--- config.mk ---
export PLATFORM = sky130hd
export DESIGN_NAME = udc_channel
export DESIGN_NICKNAME = d
export VERILOG_FILES = /design/src/udc_pkg.sv /design/src/udc_buf_if.sv /design/src/udc_skid.sv /design/src/udc_regfile.sv /design/src/udc_channel.sv
export VERILOG_INCLUDE_DIRS = /design/src
export SDC_FILE = /design/constraint.sdc
export NUM_CORES = 1
export LEC_CHECK = 0
export BUFFER_PORTS_ARGS = -buffer_cell sky130_fd_sc_hd__buf_2
export CAP_MARGIN = 20
export CORE_UTILIZATION = 55
export DETAILED_ROUTE_END_ITERATION = 12
export PLACE_DENSITY = 0.74
export SETUP_SLACK_MARGIN = 0.1
export SLEW_MARGIN = 20
export SYNTH_ARGS = -nofsm -noshare
export SYNTH_HDL_FRONTEND = slang
export SYNTH_SLANG_ARGS = --single-unit
export TNS_END_PERCENT = 30
--- constraint.sdc ---
create_clock -name clock -period 5.19 [get_ports clock]
set_input_delay 0.2595 -clock clock [delete_from_list [all_inputs] [get_ports clock]]
set_output_delay 0.2595 -clock clock [all_outputs]
set_load 0.005 [all_outputs]
--- src/udc_cfg.svh ---
`ifndef UDC_CFG_SVH
`define UDC_CFG_SVH

// word offsets inside one channel's register block
`define UDC_OFF_CTRL       3'h0
`define UDC_OFF_SIZE       3'h1
`define UDC_OFF_ADDR_LO    3'h2
`define UDC_OFF_ADDR_HI    3'h3
`define UDC_OFF_COUNT      3'h4
`define UDC_OFF_RELOAD_SZ  3'h5
`define UDC_OFF_RELOAD_LO  3'h6
`define UDC_OFF_RELOAD_HI  3'h7

// control register bit positions
`define UDC_BIT_RUN        0
`define UDC_BIT_HALT       1
`define UDC_BIT_RELOAD     2
`define UDC_BIT_OFLOW      3
`define UDC_BIT_END        4
`define UDC_BIT_CHAIN      5
`define UDC_BIT_SHORT      6
`define UDC_BIT_MISS_EN    7
`define UDC_BIT_LOST       8

// reset values and the one-byte count step
`define UDC_RST_WORD       16'h0000
`define UDC_RST_BIT        1'b0
`define UDC_ONE_BYTE       16'h0001

`endif

--- src/udc_pkg.sv ---
package udc_pkg;
    typedef logic [15:0] udc_word_t;
    typedef enum logic [1:0] {
        UDC_IDLE,
        UDC_MOVE,
        UDC_ZLP
    } udc_state_e;
    // option bits latched at start or reload
    typedef struct packed {
        logic short_pkt;
        logic chain;
        logic end_opt;
    } udc_opts_s;
endpackage : udc_pkg

--- src/udc_buf_if.sv ---
`timescale 1ns/1ps
interface udc_buf_if #(parameter int W = 8);
    logic         valid;
    logic         ready;
    logic [W-1:0] data;
    modport src (output valid, output data, input ready);
    modport dst (input valid, input data, output ready);
endinterface : udc_buf_if

--- src/udc_skid.sv ---
`timescale 1ns/1ps
// ****************************************
// two-entry buffer in the data path
// ****************************************
module udc_skid #(
    parameter int W = 8
) (
    input  wire logic clock,
    input  wire logic rst,
    udc_buf_if.dst    in_p,
    udc_buf_if.src    out_p
);
    logic [W-1:0] mem_reg [2];
    logic [W-1:0] mem_next [2];
    logic         rd_reg, rd_next, wr_reg, wr_next;
    logic [1:0]   cnt_reg, cnt_next;
    logic         push, pop;

    // depth two lets a receiver stall without losing a word
    always_comb begin
        push      = in_p.valid && (cnt_reg != 2'h2);
        pop       = out_p.ready && (cnt_reg != 2'h0);
        mem_next  = mem_reg;
        if (push) begin
            mem_next[wr_reg] = in_p.data;
        end
        wr_next  = push ? ~wr_reg : wr_reg;
        rd_next  = pop ? ~rd_reg : rd_reg;
        cnt_next = cnt_reg + {1'b0, push} - {1'b0, pop};
    end

    always_ff @(posedge clock) begin
        if (rst) begin
            cnt_reg <= 2'h0;
            rd_reg  <= 1'b0;
            wr_reg  <= 1'b0;
        end else begin
            cnt_reg <= cnt_next;
            rd_reg  <= rd_next;
            wr_reg  <= wr_next;
        end
        mem_reg <= mem_next;
    end

    assign in_p.ready  = (cnt_reg != 2'h2);
    assign out_p.valid = (cnt_reg != 2'h0);
    assign out_p.data  = mem_reg[rd_reg];
endmodule : udc_skid

--- src/udc_regfile.sv ---
`timescale 1ns/1ps
`include "udc_cfg.svh"
// ****************************************
// plain storage words of one channel block
// ****************************************
module udc_regfile
    import udc_pkg::*;
#(
    parameter int N = 3
) (
    input  wire logic        clock,
    input  wire logic        rst,
    input  wire logic [N-1:0] we,
    input  wire udc_word_t    wdata [N],
    output udc_word_t         q [N]
);
    udc_word_t q_reg [N];
    udc_word_t q_next [N];

    // one generate loop, each word loaded on its own enable
    for (genvar i = 0; i < N; i++) begin : g_word
        always_comb begin
            q_next[i] = we[i] ? wdata[i] : q_reg[i];
        end
        always_ff @(posedge clock) begin
            if (rst) begin
                q_reg[i] <= `UDC_RST_WORD;
            end else begin
                q_reg[i] <= q_next[i];
            end
        end
        assign q[i] = q_reg[i];
    end
endmodule : udc_regfile

--- src/udc_channel.sv ---
`timescale 1ns/1ps
`include "udc_cfg.svh"
// Contract
// - each general endpoint gets its own channel; instantiate once per endpoint
// - every channel block uses the same word offsets from its base
// - offset 0 is control, offset 1 is transfer size in bytes
// - offsets 2 and 3 hold low and high byte address halves
// - offset 4 reports the bytes moved so far
// - offsets 5 to 7 hold reload size and reload address halves
// - the control word drives start, stop, reload and overflow
// - writing one to run latches control bits 4 to 6
// - bits 4 to 6 changes are ignored while a transfer runs
// - reload at completion relatches bits 4 to 6 and restarts at once
// - reload at end swaps working size and address with reload words
// - missed iso frame with error enable halts and sets lost flag
// - in, short control, full last packet: send zero length packet
// - out without chaining: packet above remaining bytes sets overflow
module udc_channel
    import udc_pkg::*;
#(
    parameter bit       IS_IN   = 1'b1,
    parameter int       MAX_PKT = 64
) (
    input  wire logic        clock,
    input  wire logic        rst,
    // register port, word addressed inside this block
    input  wire logic        reg_wr,
    input  wire logic        reg_rd,
    input  wire logic [2:0]  reg_addr,
    input  wire logic [15:0] reg_wdata,
    output logic      [15:0] reg_rdata,
    // endpoint side: one byte per beat
    input  wire logic        ep_valid,
    input  wire logic [7:0]  ep_data,
    output logic             ep_ready,
    input  wire logic        ep_pkt_end,
    input  wire logic [15:0] ep_pkt_len,
    input  wire logic        frame_missed,
    output logic             ep_count_clear,
    // memory side
    output logic             mem_valid,
    output logic [7:0]       mem_data,
    output logic [31:0]      mem_addr,
    input  wire logic        mem_ready,
    // status
    output logic             busy
);
    // elaboration check: the packet counter compare is sixteen bits wide
    if (MAX_PKT < 1 || MAX_PKT > 1023) begin : g_bad_max_pkt
        $error("udc_channel: MAX_PKT out of range");
    end

    // ****************************************
    // storage words
    // ****************************************
    localparam int NW = 6;
    logic [NW-1:0] st_we;
    udc_word_t     st_wd [NW];
    udc_word_t     st_q  [NW];
    // index map: size, addr lo, addr hi, rld size, rld lo, rld hi
    udc_regfile #(.N(NW)) u_store (
        .clock (clock),
        .rst   (rst),
        .we    (st_we),
        .wdata (st_wd),
        .q     (st_q)
    );

    udc_buf_if #(.W(40)) b_in ();
    udc_buf_if #(.W(40)) b_out ();
    udc_skid #(.W(40)) u_skid (
        .clock (clock),
        .rst   (rst),
        .in_p  (b_in.dst),
        .out_p (b_out.src)
    );

    // ****************************************
    // control state
    // ****************************************
    udc_state_e state_reg, state_next;
    udc_opts_s  opts_reg, opts_next, opts_sw_reg, opts_sw_next;
    logic       run_reg, run_next, halt_reg, halt_next;
    logic       rel_reg, rel_next, ofl_reg, ofl_next;
    logic       men_reg, men_next, lost_reg, lost_next;
    udc_word_t  cnt_reg, cnt_next;
    udc_word_t  pkt_reg, pkt_next;
    logic       wr_ctrl, finish, swap, start;
    udc_word_t  left;
    logic [31:0] cur_addr;

    assign left     = st_q[0] - cnt_reg;
    assign cur_addr = {st_q[2], st_q[1]} + {16'h0000, cnt_reg};
    assign wr_ctrl  = reg_wr && (reg_addr == `UDC_OFF_CTRL);

    always_comb begin
        state_next   = state_reg;
        opts_next    = opts_reg;
        opts_sw_next = opts_sw_reg;
        run_next     = run_reg;
        halt_next    = halt_reg;
        rel_next     = rel_reg;
        ofl_next     = ofl_reg;
        men_next     = men_reg;
        lost_next    = lost_reg;
        cnt_next     = cnt_reg;
        pkt_next     = pkt_reg;
        finish       = 1'b0;
        swap         = 1'b0;
        start        = 1'b0;
        // software writes to control; reserved bits are dropped
        if (wr_ctrl) begin
            opts_sw_next = {reg_wdata[`UDC_BIT_SHORT],
                            reg_wdata[`UDC_BIT_CHAIN],
                            reg_wdata[`UDC_BIT_END]};
            halt_next = reg_wdata[`UDC_BIT_HALT];
            rel_next  = reg_wdata[`UDC_BIT_RELOAD];
            men_next  = reg_wdata[`UDC_BIT_MISS_EN];
            if (reg_wdata[`UDC_BIT_OFLOW]) begin
                ofl_next = 1'b0;
            end
            if (reg_wdata[`UDC_BIT_RUN] && !run_reg) begin
                start = 1'b1;
            end else if (!reg_wdata[`UDC_BIT_RUN]) begin
                run_next = 1'b0;
            end
        end
        if (reg_wr && reg_addr == `UDC_OFF_COUNT) begin
            cnt_next = reg_wdata;
        end
        if (start) begin
            run_next  = 1'b1;
            opts_next = {reg_wdata[`UDC_BIT_SHORT],
                         reg_wdata[`UDC_BIT_CHAIN],
                         reg_wdata[`UDC_BIT_END]};
            cnt_next  = `UDC_RST_WORD;
            pkt_next  = `UDC_RST_WORD;
        end
        unique case (state_reg)
            UDC_IDLE: begin
                if (start) state_next = UDC_MOVE;
            end
            UDC_MOVE: begin
                if (!run_next || halt_next) begin
                    state_next = UDC_IDLE;
                end else begin
                    if (ep_valid && b_in.ready) begin
                        cnt_next = cnt_reg + `UDC_ONE_BYTE;
                        pkt_next = pkt_reg + `UDC_ONE_BYTE;
                    end
                    if (ep_pkt_end && !IS_IN && !opts_reg.chain
                        && ep_pkt_len > left) begin
                        ofl_next = 1'b1;
                    end
                    if (ep_pkt_end) pkt_next = `UDC_RST_WORD;
                    if (cnt_next >= st_q[0]) begin
                        finish = 1'b1;
                        if (IS_IN && opts_reg.short_pkt
                            && pkt_next == 16'(MAX_PKT)) begin
                            state_next = UDC_ZLP;
                        end
                    end
                end
            end
            UDC_ZLP: begin
                state_next = UDC_IDLE;
            end
            default: state_next = UDC_IDLE;
        endcase
        // missed frame handled only on the lost flag's rising edge
        if (frame_missed && !lost_reg) begin
            lost_next = 1'b1;
            if (men_reg && run_reg) begin
                run_next   = 1'b0;
                state_next = UDC_IDLE;
                finish     = 1'b0;
            end
        end else if (ep_pkt_end) begin
            lost_next = 1'b0;
        end
        if (state_reg == UDC_ZLP) finish = 1'b1;
        if (finish && state_next != UDC_ZLP) begin
            if (rel_reg) begin
                swap       = 1'b1;
                opts_next  = opts_sw_reg;
                cnt_next   = `UDC_RST_WORD;
                pkt_next   = `UDC_RST_WORD;
                state_next = UDC_MOVE;
            end else begin
                run_next   = 1'b0;
                state_next = UDC_IDLE;
            end
        end
    end

    // storage write: software write or reload exchange
    always_comb begin
        for (int i = 0; i < NW; i++) begin
            st_we[i] = swap || (reg_wr
                && reg_addr == (i < 3 ? 3'(i + 1) : 3'(i + 2)));
            st_wd[i] = swap ? st_q[(i + 3) % NW] : reg_wdata;
        end
    end

    always_ff @(posedge clock) begin
        if (rst) begin
            state_reg   <= UDC_IDLE;
            opts_reg    <= '0;
            opts_sw_reg <= '0;
            run_reg     <= `UDC_RST_BIT;
            halt_reg    <= `UDC_RST_BIT;
            rel_reg     <= `UDC_RST_BIT;
            ofl_reg     <= `UDC_RST_BIT;
            men_reg     <= `UDC_RST_BIT;
            lost_reg    <= `UDC_RST_BIT;
            cnt_reg     <= `UDC_RST_WORD;
            pkt_reg     <= `UDC_RST_WORD;
        end else begin
            state_reg   <= state_next;
            opts_reg    <= opts_next;
            opts_sw_reg <= opts_sw_next;
            run_reg     <= run_next;
            halt_reg    <= halt_next;
            rel_reg     <= rel_next;
            ofl_reg     <= ofl_next;
            men_reg     <= men_next;
            lost_reg    <= lost_next;
            cnt_reg     <= cnt_next;
            pkt_reg     <= pkt_next;
        end
    end

    // ****************************************
    // data path through the buffer
    // ****************************************
    assign b_in.valid  = ep_valid && state_reg == UDC_MOVE;
    assign b_in.data   = {cur_addr, ep_data};
    assign b_out.ready = mem_ready || !mem_valid;

    logic        mv_next, ecc_next, rdy_next, busy_next;
    logic [7:0]  md_next;
    logic [31:0] ma_next;
    udc_word_t   rd_next;

    // outputs registered so every top output leaves a flip-flop
    always_comb begin
        mv_next   = mem_valid;
        md_next   = mem_data;
        ma_next   = mem_addr;
        if (b_out.ready) begin
            mv_next = b_out.valid;
            md_next = b_out.data[7:0];
            ma_next = b_out.data[39:8];
        end
        ecc_next  = (state_reg == UDC_ZLP);
        rdy_next  = state_next == UDC_MOVE && b_in.ready;
        busy_next = run_next;
        rd_next   = `UDC_RST_WORD;
        if (reg_rd) begin
            unique case (reg_addr)
                `UDC_OFF_CTRL: rd_next = {7'h00, lost_reg, men_reg,
                    opts_sw_reg, ofl_reg, rel_reg, halt_reg, run_reg};
                `UDC_OFF_SIZE:       rd_next = st_q[0];
                `UDC_OFF_ADDR_LO:    rd_next = st_q[1];
                `UDC_OFF_ADDR_HI:    rd_next = st_q[2];
                `UDC_OFF_COUNT:      rd_next = cnt_reg;
                `UDC_OFF_RELOAD_SZ:  rd_next = st_q[3];
                `UDC_OFF_RELOAD_LO:  rd_next = st_q[4];
                `UDC_OFF_RELOAD_HI:  rd_next = st_q[5];
            endcase
        end
    end

    always_ff @(posedge clock) begin
        if (rst) begin
            mem_valid      <= 1'b0;
            mem_data       <= 8'h00;
            mem_addr       <= 32'h0000_0000;
            ep_count_clear <= 1'b0;
            ep_ready       <= 1'b0;
            busy           <= 1'b0;
            reg_rdata      <= `UDC_RST_WORD;
        end else begin
            mem_valid      <= mv_next;
            mem_data       <= md_next;
            mem_addr       <= ma_next;
            ep_count_clear <= ecc_next;
            ep_ready       <= rdy_next;
            busy           <= busy_next;
            reg_rdata      <= rd_next;
        end
    end
endmodule : udc_channel

; ---- After elaboration in Yosys (flattened, before gate mapping)
; Memories as Yosys holds them, arrays and structs flattened.
; Cells that the tools add are included.
[op_classes]
addsub = 5
magnitude_cmp = 4
eq_ne = 13
muxes = 79
bitwise_logic = 11
n_reduce_logical = 36
[ops]
columns = op, count
row1 = $mux W16, 36
row2 = $mux W40, 4
row3 = $pmux W16 S8, 1
row4 = $bwmux W80, 1
row5 = $demux W40 S1, 1
row6 = $add A16 B1 Y16 const B, 2
row7 = $add A32 B16 Y32, 1
row8 = $mux W1, 25
row9 = $logic_and A1 B1 Y1, 19
row10 = $eq A16 B7 Y1 const B, 1
row11 = $ge A16 B16 Y1, 1
row12 = $mux W2, 7
row13 = $eq A3 B3 Y1 const B, 4
row14 = $mux W3, 3
row15 = $logic_or A1 B1 Y1, 8
row16 = $eq A3 B2 Y1 const B, 2
row17 = $or A1 B1 Y1, 6
row18 = $eq A2 B1 Y1 const B, 2
row19 = $ge A2 B2 Y1 const B, 2
row20 = $logic_not A1 Y1, 4
row21 = $ne A2 B2 Y1 const B, 2
row22 = $not A1 Y2, 2
row23 = $pmux W2 S2, 1
row24 = $reduce_bool A2 Y1, 2
row25 = other kinds (9), 11
[word_totals]
ff_bits = 188
mem_bits_rw = 96
input_bits = 51
output_inout_bits = 60
word_cells = 174
mem_count = 1
[memory_table]
columns = memory, depth, width, rd, rd_ports_with_merged_regs, wr, line_no
row1 = u_store.q_reg, 6, 16, 6, 0, 6, udc_regfile.sv:17  ; udc_word_t q_reg [N];

; ---- Longest topological paths before layout
; Gate-level depths: netlist of the first run.
[depth]
depth_word = 23
depth_mapped = 20
ltp_nobuf = 15

; ---- Cells and area by module
; From an unflattened synthesis of the first run, not the netlist that was laid out.
[hier_totals]
cells_unflattened = 1550
hier_area_um2 = 15573.7
[by_module_without_submodules]
columns = module, instances, cells_each, area_per_inst_um2, seq_area_each_um2
row1 = udc_channel, 1, 1091, 8750.9, 2042.0
row2 = udc_regfile, 1, 311, 3517.1, 1921.8
row3 = udc_skid, 1, 148, 3305.7, 2482.4

; ---- Worst setup path before layout of the first run
; Ideal clock, no wire load.
[synth_timing]
path_kind = in2reg
start = input reg_addr[2]
end = memory u_store.q_reg[0][0] (netlist bit)
setup_ps = 121
arrival_time_ps = 3901
required_ps = 5069
slack_ps = 1167
path_stages = 19
path_buffers = 5
path_cell_list = clkbuf_1 > or4b_1 > buf_4 > nor2_4 > buf_1 > a21oi_1 > nand2_1 > o21ai_0 > ha_1 > nand3_1 > nor3_1 > a2111oi_0 > a21oi_1 > o21ai_0 > nand4bb_1 > o211a_1 > buf_6 > buf_6 > mux2_4
[synth_lines]
columns = item, line_no
row1 = "start, declared", udc_channel.sv:29  ; input wire logic [2:0] reg_addr,
row2 = "end, declared", udc_regfile.sv:17

==> flow_summary_export.csv, run 1 <==
group,metric,value,unit
status,outcome,"completed",
die,rows,61,
setup_path,cp.arrival,5360,ps
cells_and_area,stdcell_count,2074,
die,floorplan.initialDensity,56.0,%
setup_path,startpoint,"cnt_reg[1]",
route,drc_errors,0,
synthesis,yosys.area.top_type_share,26.0,%
synthesis,yosysSeqAreaShare,41.4,%
global_route,antenna_found_initial,0,
global_route,grt_usage,29.8,%
cells_and_area,largest_register_ffs,96,
setup_path,crit_path_max_fanout,22,
setup_path,required,5650,ps
synthesis,yosysTopAreaCell,"dfxtp_1",
sta,fin_crit,4900,ps
placement,gp_congestion,0.926,
pwr,cellLeakagePower,7.17,nW
cts,cts_buffers,31,
cells_and_area,nNetsFinal,1758,
setup_path,critPathBufInv,1,
die,core,27800,sq um
cts,cts_setup_buffers,0,
min_path,worstHoldPathType,"primary input to flop",
sta,setup_ws,289,ps
cts,htreeDepth,1,
die,dieHeight,170,um
cells_and_area,drive_above_1_share,17.6,%
global_route,grt-busiest-layer,"met2",
sta,finalSetupTns,0,ps
route,drt_iter0_drc,1191,
cts,clk_latency,580,ps
synthesis,synth_ff_type,"dfxtp_1",
setup_path,crit_chain,"ha_1, nand3_1, nor3_1, and3_1, xnor2_1, o21ai_0, ha_1, nand3_1, nor3_1, a2111oi_0, a21oi_1, o21ai_0, nand4bb_1, o211a_4, buf_12, mux2_2",
route,ant_nets,0,
synthesis,ys_seq_elements,282,
sta,min_period_over_period,94.4,%
route,vias,12700,
cells_and_area,area.growth.synth_to_final,13.4,%
cts,clock_path_buffers,3,
route,first_pass_iters,7,
global_route,grt_pass1_wl,67.5,mm
cells_and_area,mostFrequentLayoutCell,"dfxtp_1",
setup_path,max_stage_delay,560,ps
route,wl_per_cell,20.7,um
route,vias_per_cell,6.11,
setup_path,crit_path_end_kind,"flop",
global_route,gr-usage-met1,40.4,%
pwr,switchingPower,1.48,mW
global_route,grt_start_max_net_pins,143,
die,ioPinCount,111,
pwr,peakVddDrop,352,uV
pwr,clkPwrFrac,43.8,%
placement,pre_cts_slack,406,ps
route,drt-total-wl,42.9,mm
pwr,p_per_area,318,nW/um^2
setup_path,r2r_start,"cnt_reg[1]",
min_path,min_from,"frame_missed",
global_route,met3_usage,4.49,%
synthesis,synthTopCellsByArea,"dfxtp_1 (26%), edfxtp_1 (15%), mux2i_1 (11%)",
cells_and_area,n_fill_cell,2290,
sta,fin_worst_skew,10.8,ps
sta,relSlewSlack,29.5,%
synthesis,syn_area_per_cell,9.65,sq um
synthesis,synth.distinct_cells,74,
global_route,use_met2,47.2,%
setup_path,rrSetupSlack,290,ps
pwr,swShare,26.3,%
setup_path,critical_path_class,"flop to flop",
sta,worst_pin_slew,1060,ps
global_route,grt_pass1_vias,12300,
synthesis,ys_async_sr_fraction,0,%
sta,rsz0062_at_grt,"false",
cells_and_area,final_cell_mix,"dfxtp_1 (201), nor2_1 (183), mux2i_1 (166)",
cts,root_buffer,"clkbuf_16",
sta,hold_viol_final,0,
setup_path,slowest_stage,"a2111oi_0",
sta,setup_violations,0,
die,die_area,29000,sq um
placement,placement.io_buffers,94,
placement,hpwlAfterDp,28.8,mm
cts,clkTransAtPathRegs,60,ps
setup_path,crit_family,"compound AO/OA/AOI/OAI gates",
die,die_w,170,um
synthesis,netlist_area,15600,sq um
synthesis,syn-num-nets,1702,
synthesis,synth-edff-count,80,
global_route,grt.overflow.total,0,
cts,cts_tree,"built",
sta,clock.fmax,0.204,GHz
pwr,p_int,4.14,mW
placement,place_inst,2007,
pwr,sequentialPowerShare,43.4,%
synthesis,ys.warnings.count,0,
pwr,pwr-share-comb,12.8,%
cts,cts_num_sinks,282,
setup_path,cp-start-kind,"flop",
synthesis,syn_inst,1614,
flow_run,drv_cap,0,
sta,maxSlewViolCount,0,
-- layer usage --
metal | routed length, um | up-vias
met5 | 0 | -
met4 | 1820 | 0
met3 | 3170 | 129
met2 | 19000 | 504
met1 | 18900 | 6066
li1 | - | 5970
-- synthesized netlist by cell type (all sizes together), types with 3 or more instances --
cell    instances
mux4           10
and3            8
nor2b          84
xor2           23
mux2i         167
a41oi           3
a211oi         76
a21boi          3
o211ai          7
o22ai           3
inv            41
a221oi          6
nor2          186
nand2b         10
xnor2          25
a31oi          11
nor4            6
nand3          24
edfxtp         80
clkbuf         87
and2            3
buf            36
nand2         103
mux2           79
nor3           45
o21a            5
a22oi           6
a21o            8
a21oi          89
and4            5
nand4          14
nand3b          3
o2111a         26
a22o            6
dfxtp         202
ha             36
o21ai          59
-- power by group through the flow --
stage               sequential, mW  clock [mW]  combinational (mW)
global route                  2.45        2.57               0.787
detailed placement            2.48           0               0.704
floorplan                     2.46           0               0.484
finish                        2.44        2.46               0.719
CTS                           2.44        2.48               0.713
global placement              2.48           0               0.691
-- final cells by class --
cell class	instances	area [sq um]	area share, %
diodes	1	2.50	0.0142
clock buffers	34	807	4.57
clock inverters	24	348	1.97
inverters	42	158	0.893
multi-input cells	1167	8460	47.9
flip-flops and latches	282	6450	36.5
well taps	378	473	2.68
repair buffers	146	965	5.46
-- cells by family after synthesis --
| family | count (synthesis) | share of synthesized area (%) |
|---|---|---|
| buf+inv | 165 | 4.44 |
| simple gates | 503 | 15.5 |
| xor+xnor | 48 | 2.70 |
| flops | 282 | 41.4 |
| fa+ha+maj | 37 | 3.02 |
| mux | 256 | 18.9 |
| compound gates | 323 | 14.1 |
-- through the flow --
step	util [%]	total power [mW]	hold WS, ps	cell area, sq um
4_1_cts	63.6	5.63	9.28	17700
3_5_place_dp	59.1	3.19	445	16400
2_1_floorplan	-	2.95	358	15600
6_report	63.6	5.61	19.6	17700
5_1_grt	63.6	5.80	25.0	17700
3_3_place_gp	59.1	3.17	442	16400
-- worst paths after layout --
kind                               end  depth (start not counted)
setup / recovery  u_store.q_reg[0][24]                         16
hold reg to reg         opts_sw_reg[0]                          2
hold / removal                lost_reg                          3
setup reg to reg  u_store.q_reg[0][24]                         16
-- worst min-delay path: cells and delay by family --
kind / cells / cell delay [ps]
buf+inv: 1 / 120
simple gates: 1 / 100
compound gates: 1 / 60
-- repair_timing --
action | 4_1_cts | 5_1_grt
endpoints found under the setup margin | 0 | 0
endpoints found under the hold margin | 16 | 0
gates resized for setup | 0 | 0
hold buffers | 8 | 0
Power figures use the tool's default switching activity.
==> run 2, diff against run 1 <==
--- a/config.mk
+++ b/config.mk
@@ -6,6 +6,7 @@
 export SDC_FILE = /design/constraint.sdc
 export NUM_CORES = 1
 export LEC_CHECK = 0
+export ABC_AREA = 1
 export BUFFER_PORTS_ARGS = -buffer_cell sky130_fd_sc_hd__buf_2
 export CAP_MARGIN = 20
 export CORE_UTILIZATION = 55
==> flow_summary_export.csv, run 2 <==
group,metric,value,unit
sta,fin_hold_ws,15.4,ps
synthesis,synth-edff-count,80,
cts,cts_tree,"built",
pwr,cellLeakagePower,7.88,nW
cts,htreeDepth,1,
synthesis,syn_area_per_cell,7.31,sq um
synthesis,syn_inst,2044,
min_path,hold-path-cell-count,2,
global_route,grt_usage,31.5,%
die,ioPinCount,111,
cts,clock_path_buffers,3,
synthesis,yosys.area.top_type_share,27.1,%
cells_and_area,drive_above_1_share,9.86,%
flow_run,drv_cap,0,
sta,fin_crit,4670,ps
sta,clock.fmax,0.214,GHz
status,outcome,"completed",
synthesis,synth_ff_type,"dfxtp_1",
setup_path,slowest_stage,"dfxtp_1",
pwr,peakVddDrop,260,uV
cts,clkTransAtPathRegs,60,ps
synthesis,synthMostInstantiatedCell,"nand2_1",
sta,rsz0062_at_grt,"false",
cts,cts_buffers,31,
sta,setup_ws,516,ps
cells_and_area,largest_register_ffs,96,
die,core,26400,sq um
setup_path,cp-start-kind,"flop",
setup_path,cp.arrival,5180,ps
global_route,grt.overflow.total,0,
sta,min_period_over_period,90.1,%
synthesis,synth_common_cells,"nand2_1 (544), nand3_1 (347), inv_1 (249), dfxtp_1 (202), o21ai_0 (105)",
route,drc_errors,0,
die,rows,59,
placement,gp_congestion,0.976,
synthesis,synthTopCellsByArea,"dfxtp_1 (27%), edfxtp_1 (16%), nand2_1 (14%)",
setup_path,crit_path_end_kind,"flop",
route,vias_per_cell,5.89,
cells_and_area,final_cell_mix,"nand2_1 (544), nand3_1 (347), inv_1 (248)",
setup_path,crit_path_max_fanout,62,
synthesis,yosysSeqAreaShare,43.1,%
pwr,p_per_area,343,nW/um^2
min_path,worstHoldPathType,"primary input to flop",
synthesis,syn-num-nets,2132,
setup_path,critPathBufInv,7,
route,drt_iter0_drc,2016,
synthesis,ys.warnings.count,0,
global_route,grt_pass1_vias,13200,
sta,worst_pin_slew,905,ps
synthesis,netlist_area,14900,sq um
setup_path,cp.depth,29,
cells_and_area,mostFrequentLayoutCell,"nand2_1",
route,vias,14400,
cts,cts_num_sinks,282,
sta,finalSetupTns,0,ps
setup_path,r2r_cells,29,
sta,maxSlewViolCount,0,
synthesis,synth.distinct_cells,50,
route,wl_per_cell,18.2,um
placement,placement.io_buffers,94,
sta,relSlewSlack,39.4,%
cells_and_area,nNetsFinal,2183,
cells_and_area,area.growth.synth_to_final,12.3,%
global_route,antenna_found_initial,1,
die,dieHeight,167,um
setup_path,crit_family,"simple AND/OR/NAND/NOR gates",
synthesis,ys_seq_elements,282,
cts,root_buffer,"clkbuf_16",
placement,pre_cts_slack,471,ps
die,die_area,27800,sq um
synthesis,yosysTopAreaCell,"dfxtp_1",
route,first_pass_iters,6,
sta,setup_violations,0,
global_route,grt_start_max_net_pins,154,
die,floorplan.initialDensity,56.7,%
synthesis,ys_async_sr_fraction,0,%
die,die_w,167,um
route,drt-total-wl,44.6,mm
sta,hold_viol_final,0,
setup_path,max_stage_delay,460,ps
cts,clk_latency,570,ps
sta,fin_worst_skew,11.8,ps
cells_and_area,n_fill_cell,2329,
placement,hpwlAfterDp,29.4,mm
global_route,grt_pass1_wl,69.9,mm
route,ant_nets,0,
setup_path,critical_path_class,"flop to flop",
setup_path,required,5700,ps
## run 2: cell types whose count changed in the layout (fill, tap and decap cells not counted), sizes merged, moves of 53 or more
cell	previous run	this run
a211oi	76	0
mux2i	167	1
nand2	103	545
o21ai	59	112
inv	42	258
nand3	24	349
mux2	79	0
nor2b	84	0
nor2	186	100
## run 2: per-layer routing
metal / wire (um) / global-route usage (%) / vias to the layer above / part of all wire [%]
li1: - / - / 6890 / -
met1: 18000 / 41.7 / 6558 / 40
met2: 20100 / 50.5 / 841 / 45
met3: 4680 / 5.25 / 159 / 10
met4: 1890 / 14.1 / 0 / 4.2
met5: 0 / 0 / - / 0
## run 2: cells by family after synthesis
family	share of synthesized area [%]
AND/OR/NAND/NOR	30.0
buffers and inverters	10.3
flip-flops	43.1
AO/OA/AOI/OAI	11.2
adder cells (fa/ha/maj)	3.15
XOR/XNOR	2.11
multiplexers	0.0670
## run 2: what timing repair did
item                       CTS  global route
hold endpoints to repair    17             0
setup endpoints to repair    0            95
hold buffers                 9             0
setup buffers                0             0
resized for setup            0             5
## run 2: worst paths after layout
check	startpoint	slack (ps)	end
worst max-delay path	cnt_reg[1]	520	u_store.q_reg[2][28]
worst max register to register	cnt_reg[1]	520	u_store.q_reg[2][28]
worst min-delay path	rst	20	state_reg[1]
worst min register to register	u_skid.cnt_reg[1]	490	u_skid.cnt_reg[1]
## run 2: stage by stage
| step | instances | instance area [sq um] | util, % | total power, mW |
|---|---|---|---|---|
| after floorplan | 2044 | 14900 | - | 3.07 |
| after global routing | 2455 | 16800 | 63.7 | 6.00 |
| after detailed placement | 2387 | 15500 | 58.9 | 3.38 |
| final | 2455 | 16800 | 63.7 | 5.76 |
| after global placement | 2387 | 15500 | 58.9 | 3.36 |
| after CTS | 2453 | 16700 | 63.5 | 5.77 |
## run 2: worst reg2reg max path: cells and delay by family, from the launching register on
| kind | cells | cell delay [ps] |
|---|---|---|
| AOI/OAI and AO/OA | 2 | 360 |
| and+or+nand+nor | 17 | 2280 |
| adders and majority gates | 2 | 510 |
| buffers and inverters | 7 | 860 |
| xor gates and xnor gates | 1 | 150 |
| DFF | 1 | 460 |
## run 2: power breakdown
group / internal [mW] / total (mW) / switching [mW] / leakage [nW]
sequential: 2.38 / 2.46 / 0.0800 / 2.38
combinational: 0.297 / 0.894 / 0.596 / 4.97
clock: 1.46 / 2.40 / 0.943 / 0.526
total: 4.14 / 5.76 / 1.62 / 7.88
## run 2: cell type report
type / count / area (sq um) / share of cell area, %
Inverter: 258 / 975 / 5.81
Clock inverter: 24 / 327 / 1.95
Sequential cell: 282 / 6450 / 38.4
Timing Repair Buffer: 132 / 828 / 4.94
Clock buffer: 33 / 793 / 4.73
Antenna cell: 1 / 2.50 / 0.0149
Multi-Input combinational cell: 1390 / 6990 / 41.7
Tap cell: 335 / 419 / 2.50
==> run 3, diff against run 2 <==
==> constraint.sdc (replaced) <==
create_clock -name clock -period 5.19 [get_ports clock]
set_input_delay 0.7785 -clock clock [delete_from_list [all_inputs] [get_ports clock]]
set_output_delay 0.7785 -clock clock [all_outputs]
set_load 0.005 [all_outputs]
==> flow_summary_export.csv, run 3 (synthesis gave the netlist of run 2 again) <==
group,metric,value,unit
cts,root_buffer,"clkbuf_16",
pwr,peakVddDrop,287,uV
sta,clock.fmax,0.214,GHz
placement,hpwlAfterDp,29.9,mm
sta,fin_worst_skew,29.2,ps
cts,cts_buffers,31,
cells_and_area,mostFrequentLayoutCell,"nand2_1",
cells_and_area,area.growth.synth_to_final,11.5,%
die,rows,59,
setup_path,startpoint,"cnt_reg[0]",
setup_path,r2r_end,"u_store.q_reg[2][1]",
setup_path,cp.arrival,5170,ps
cells_and_area,insertedDiodeCount,0,
sta,fin_hold_ws,401,ps
cts,cts_setup_buffers,0,
global_route,grt_pass1_wl,69.8,mm
die,floorplan.initialDensity,56.7,%
sta,fin_crit,4670,ps
cells_and_area,nNetsFinal,2178,
route,drc_errors,0,
sta,rsz0062_at_grt,"false",
route,wl_per_cell,18.1,um
setup_path,max_stage_delay,470,ps
pwr,p_per_area,330,nW/um^2
sta,setup_violations,0,
setup_path,rrSetupSlack,520,ps
cts,cts_num_sinks,282,
cells_and_area,drive_above_1_share,9.79,%
route,ant_nets,0,
cts,cts_hold_buf,0,
die,core,26400,sq um
die,dieHeight,167,um
global_route,grt_usage,31.3,%
flow_run,drv_cap,0,
sta,min_period_over_period,90.1,%
min_path,worstHoldPathType,"primary input to flop",
placement,dpl_cell_area,15600,sq um
cells_and_area,largest_register_ffs,96,
cells_and_area,final_util,63.2,%
setup_path,crit_top_cell,"nand2_1",
route,first_pass_iters,6,
global_route,grt_start_max_net_pins,125,
route,vias,14500,
placement,placement.io_buffers,94,
die,die_w,167,um
global_route,grt.overflow.total,0,
setup_path,crit_path_max_fanout,30,
sta,hold_viol_final,0,
cells_and_area,final_cell_mix,"nand2_1 (544), nand3_1 (346), inv_1 (248)",
sta,finalSetupTns,0,ps
setup_path,r2r_cells,29,
sta,relSlewSlack,42.1,%
cts,clkTransAtPathRegs,60,ps
setup_path,r2r_start,"cnt_reg[0]",
cts,clk_latency,570,ps
setup_path,cp-start-kind,"flop",
die,die_area,27800,sq um
status,outcome,"completed",
setup_path,required,5690,ps
setup_path,endpoint,"u_store.q_reg[2][1]",
global_route,grt_pass1_vias,12900,
pwr,cellLeakagePower,7.84,nW
cts,htreeDepth,1,
setup_path,crit_path_end_kind,"flop",
cells_and_area,final_area,16700,sq um
cts,cts_tree,"built",
route,drt-total-wl,44.4,mm
setup_path,critical_path_class,"flop to flop",
setup_path,slowest_stage,"dfxtp_1",
placement,gp_congestion,0.992,
sta,maxSlewViolCount,0,
die,ioPinCount,111,
route,vias_per_cell,5.90,
global_route,antenna_found_initial,0,
sta,worst_pin_slew,869,ps
cts,clock_path_buffers,3,
route,drt_iter0_drc,1763,
## run 3: metrics by stage
stage | power (mW) | setup slack, ps | cells
6_report | 5.50 | 515 | 2450
5_1_grt | 5.74 | 112 | 2450
4_1_cts | 5.51 | 245 | 2449
3_5_place_dp | 3.39 | 299 | 2391
3_3_place_gp | 3.36 | 430 | 2390
2_1_floorplan | 3.07 | 1420 | 2044
## run 3: per-layer routing
metal	global-route usage [%]	wire length, um	vias to the layer above
met5	0	0	-
met4	11.7	1550	0
met2	50.2	20100	849
li1	-	-	6885
met3	4.21	4500	120
met1	43.0	18300	6612
## run 3: layout make-up
cell class                      instances  area [sq um]
Multi-Input combinational cell       1390          7000
Sequential cell                       282          6450
Clock inverter                         12           123
Fill cell                            2326          9690
Inverter                              258           983
Timing Repair Buffer                  127           835
Tap cell                              335           419
Clock buffer                           46           862
## run 3: how the worst min path moves through the flow
stage	from	end	slack (ps)	cells after the start
final	ep_data[1]	u_skid.mem_reg[1]	400	1
after floorplan	u_skid.cnt_reg[1]	u_skid.cnt_reg[1]	440	1
after global placement	u_skid.cnt_reg[1]	u_skid.cnt_reg[1]	450	1
after detailed placement	men_reg	men_reg	470	2
after global routing	ep_data[5]	u_skid.mem_reg[45]	390	1
after CTS	ep_data[3]	u_skid.mem_reg[3]	390	1
## run 3: worst max-delay path: cells and delay by family, from the launching register on
kind / cells / cell delay (ps)
simple gates: 17 / 2330
flops: 1 / 470
compound gates: 2 / 450
xor+xnor: 1 / 150
fa+ha+maj: 2 / 500
buf+inv: 7 / 720
## run 3: repair_timing
item,4_1_cts,5_1_grt
setup endpoints to repair,0,129
endpoints found under the hold margin,0,0
gates resized for setup,0,15
## run 3: power by group
part / switching, mW / internal, mW
logic: 0.602 / 0.299
clock network: 0.896 / 1.25
registers: 0.0754 / 2.38
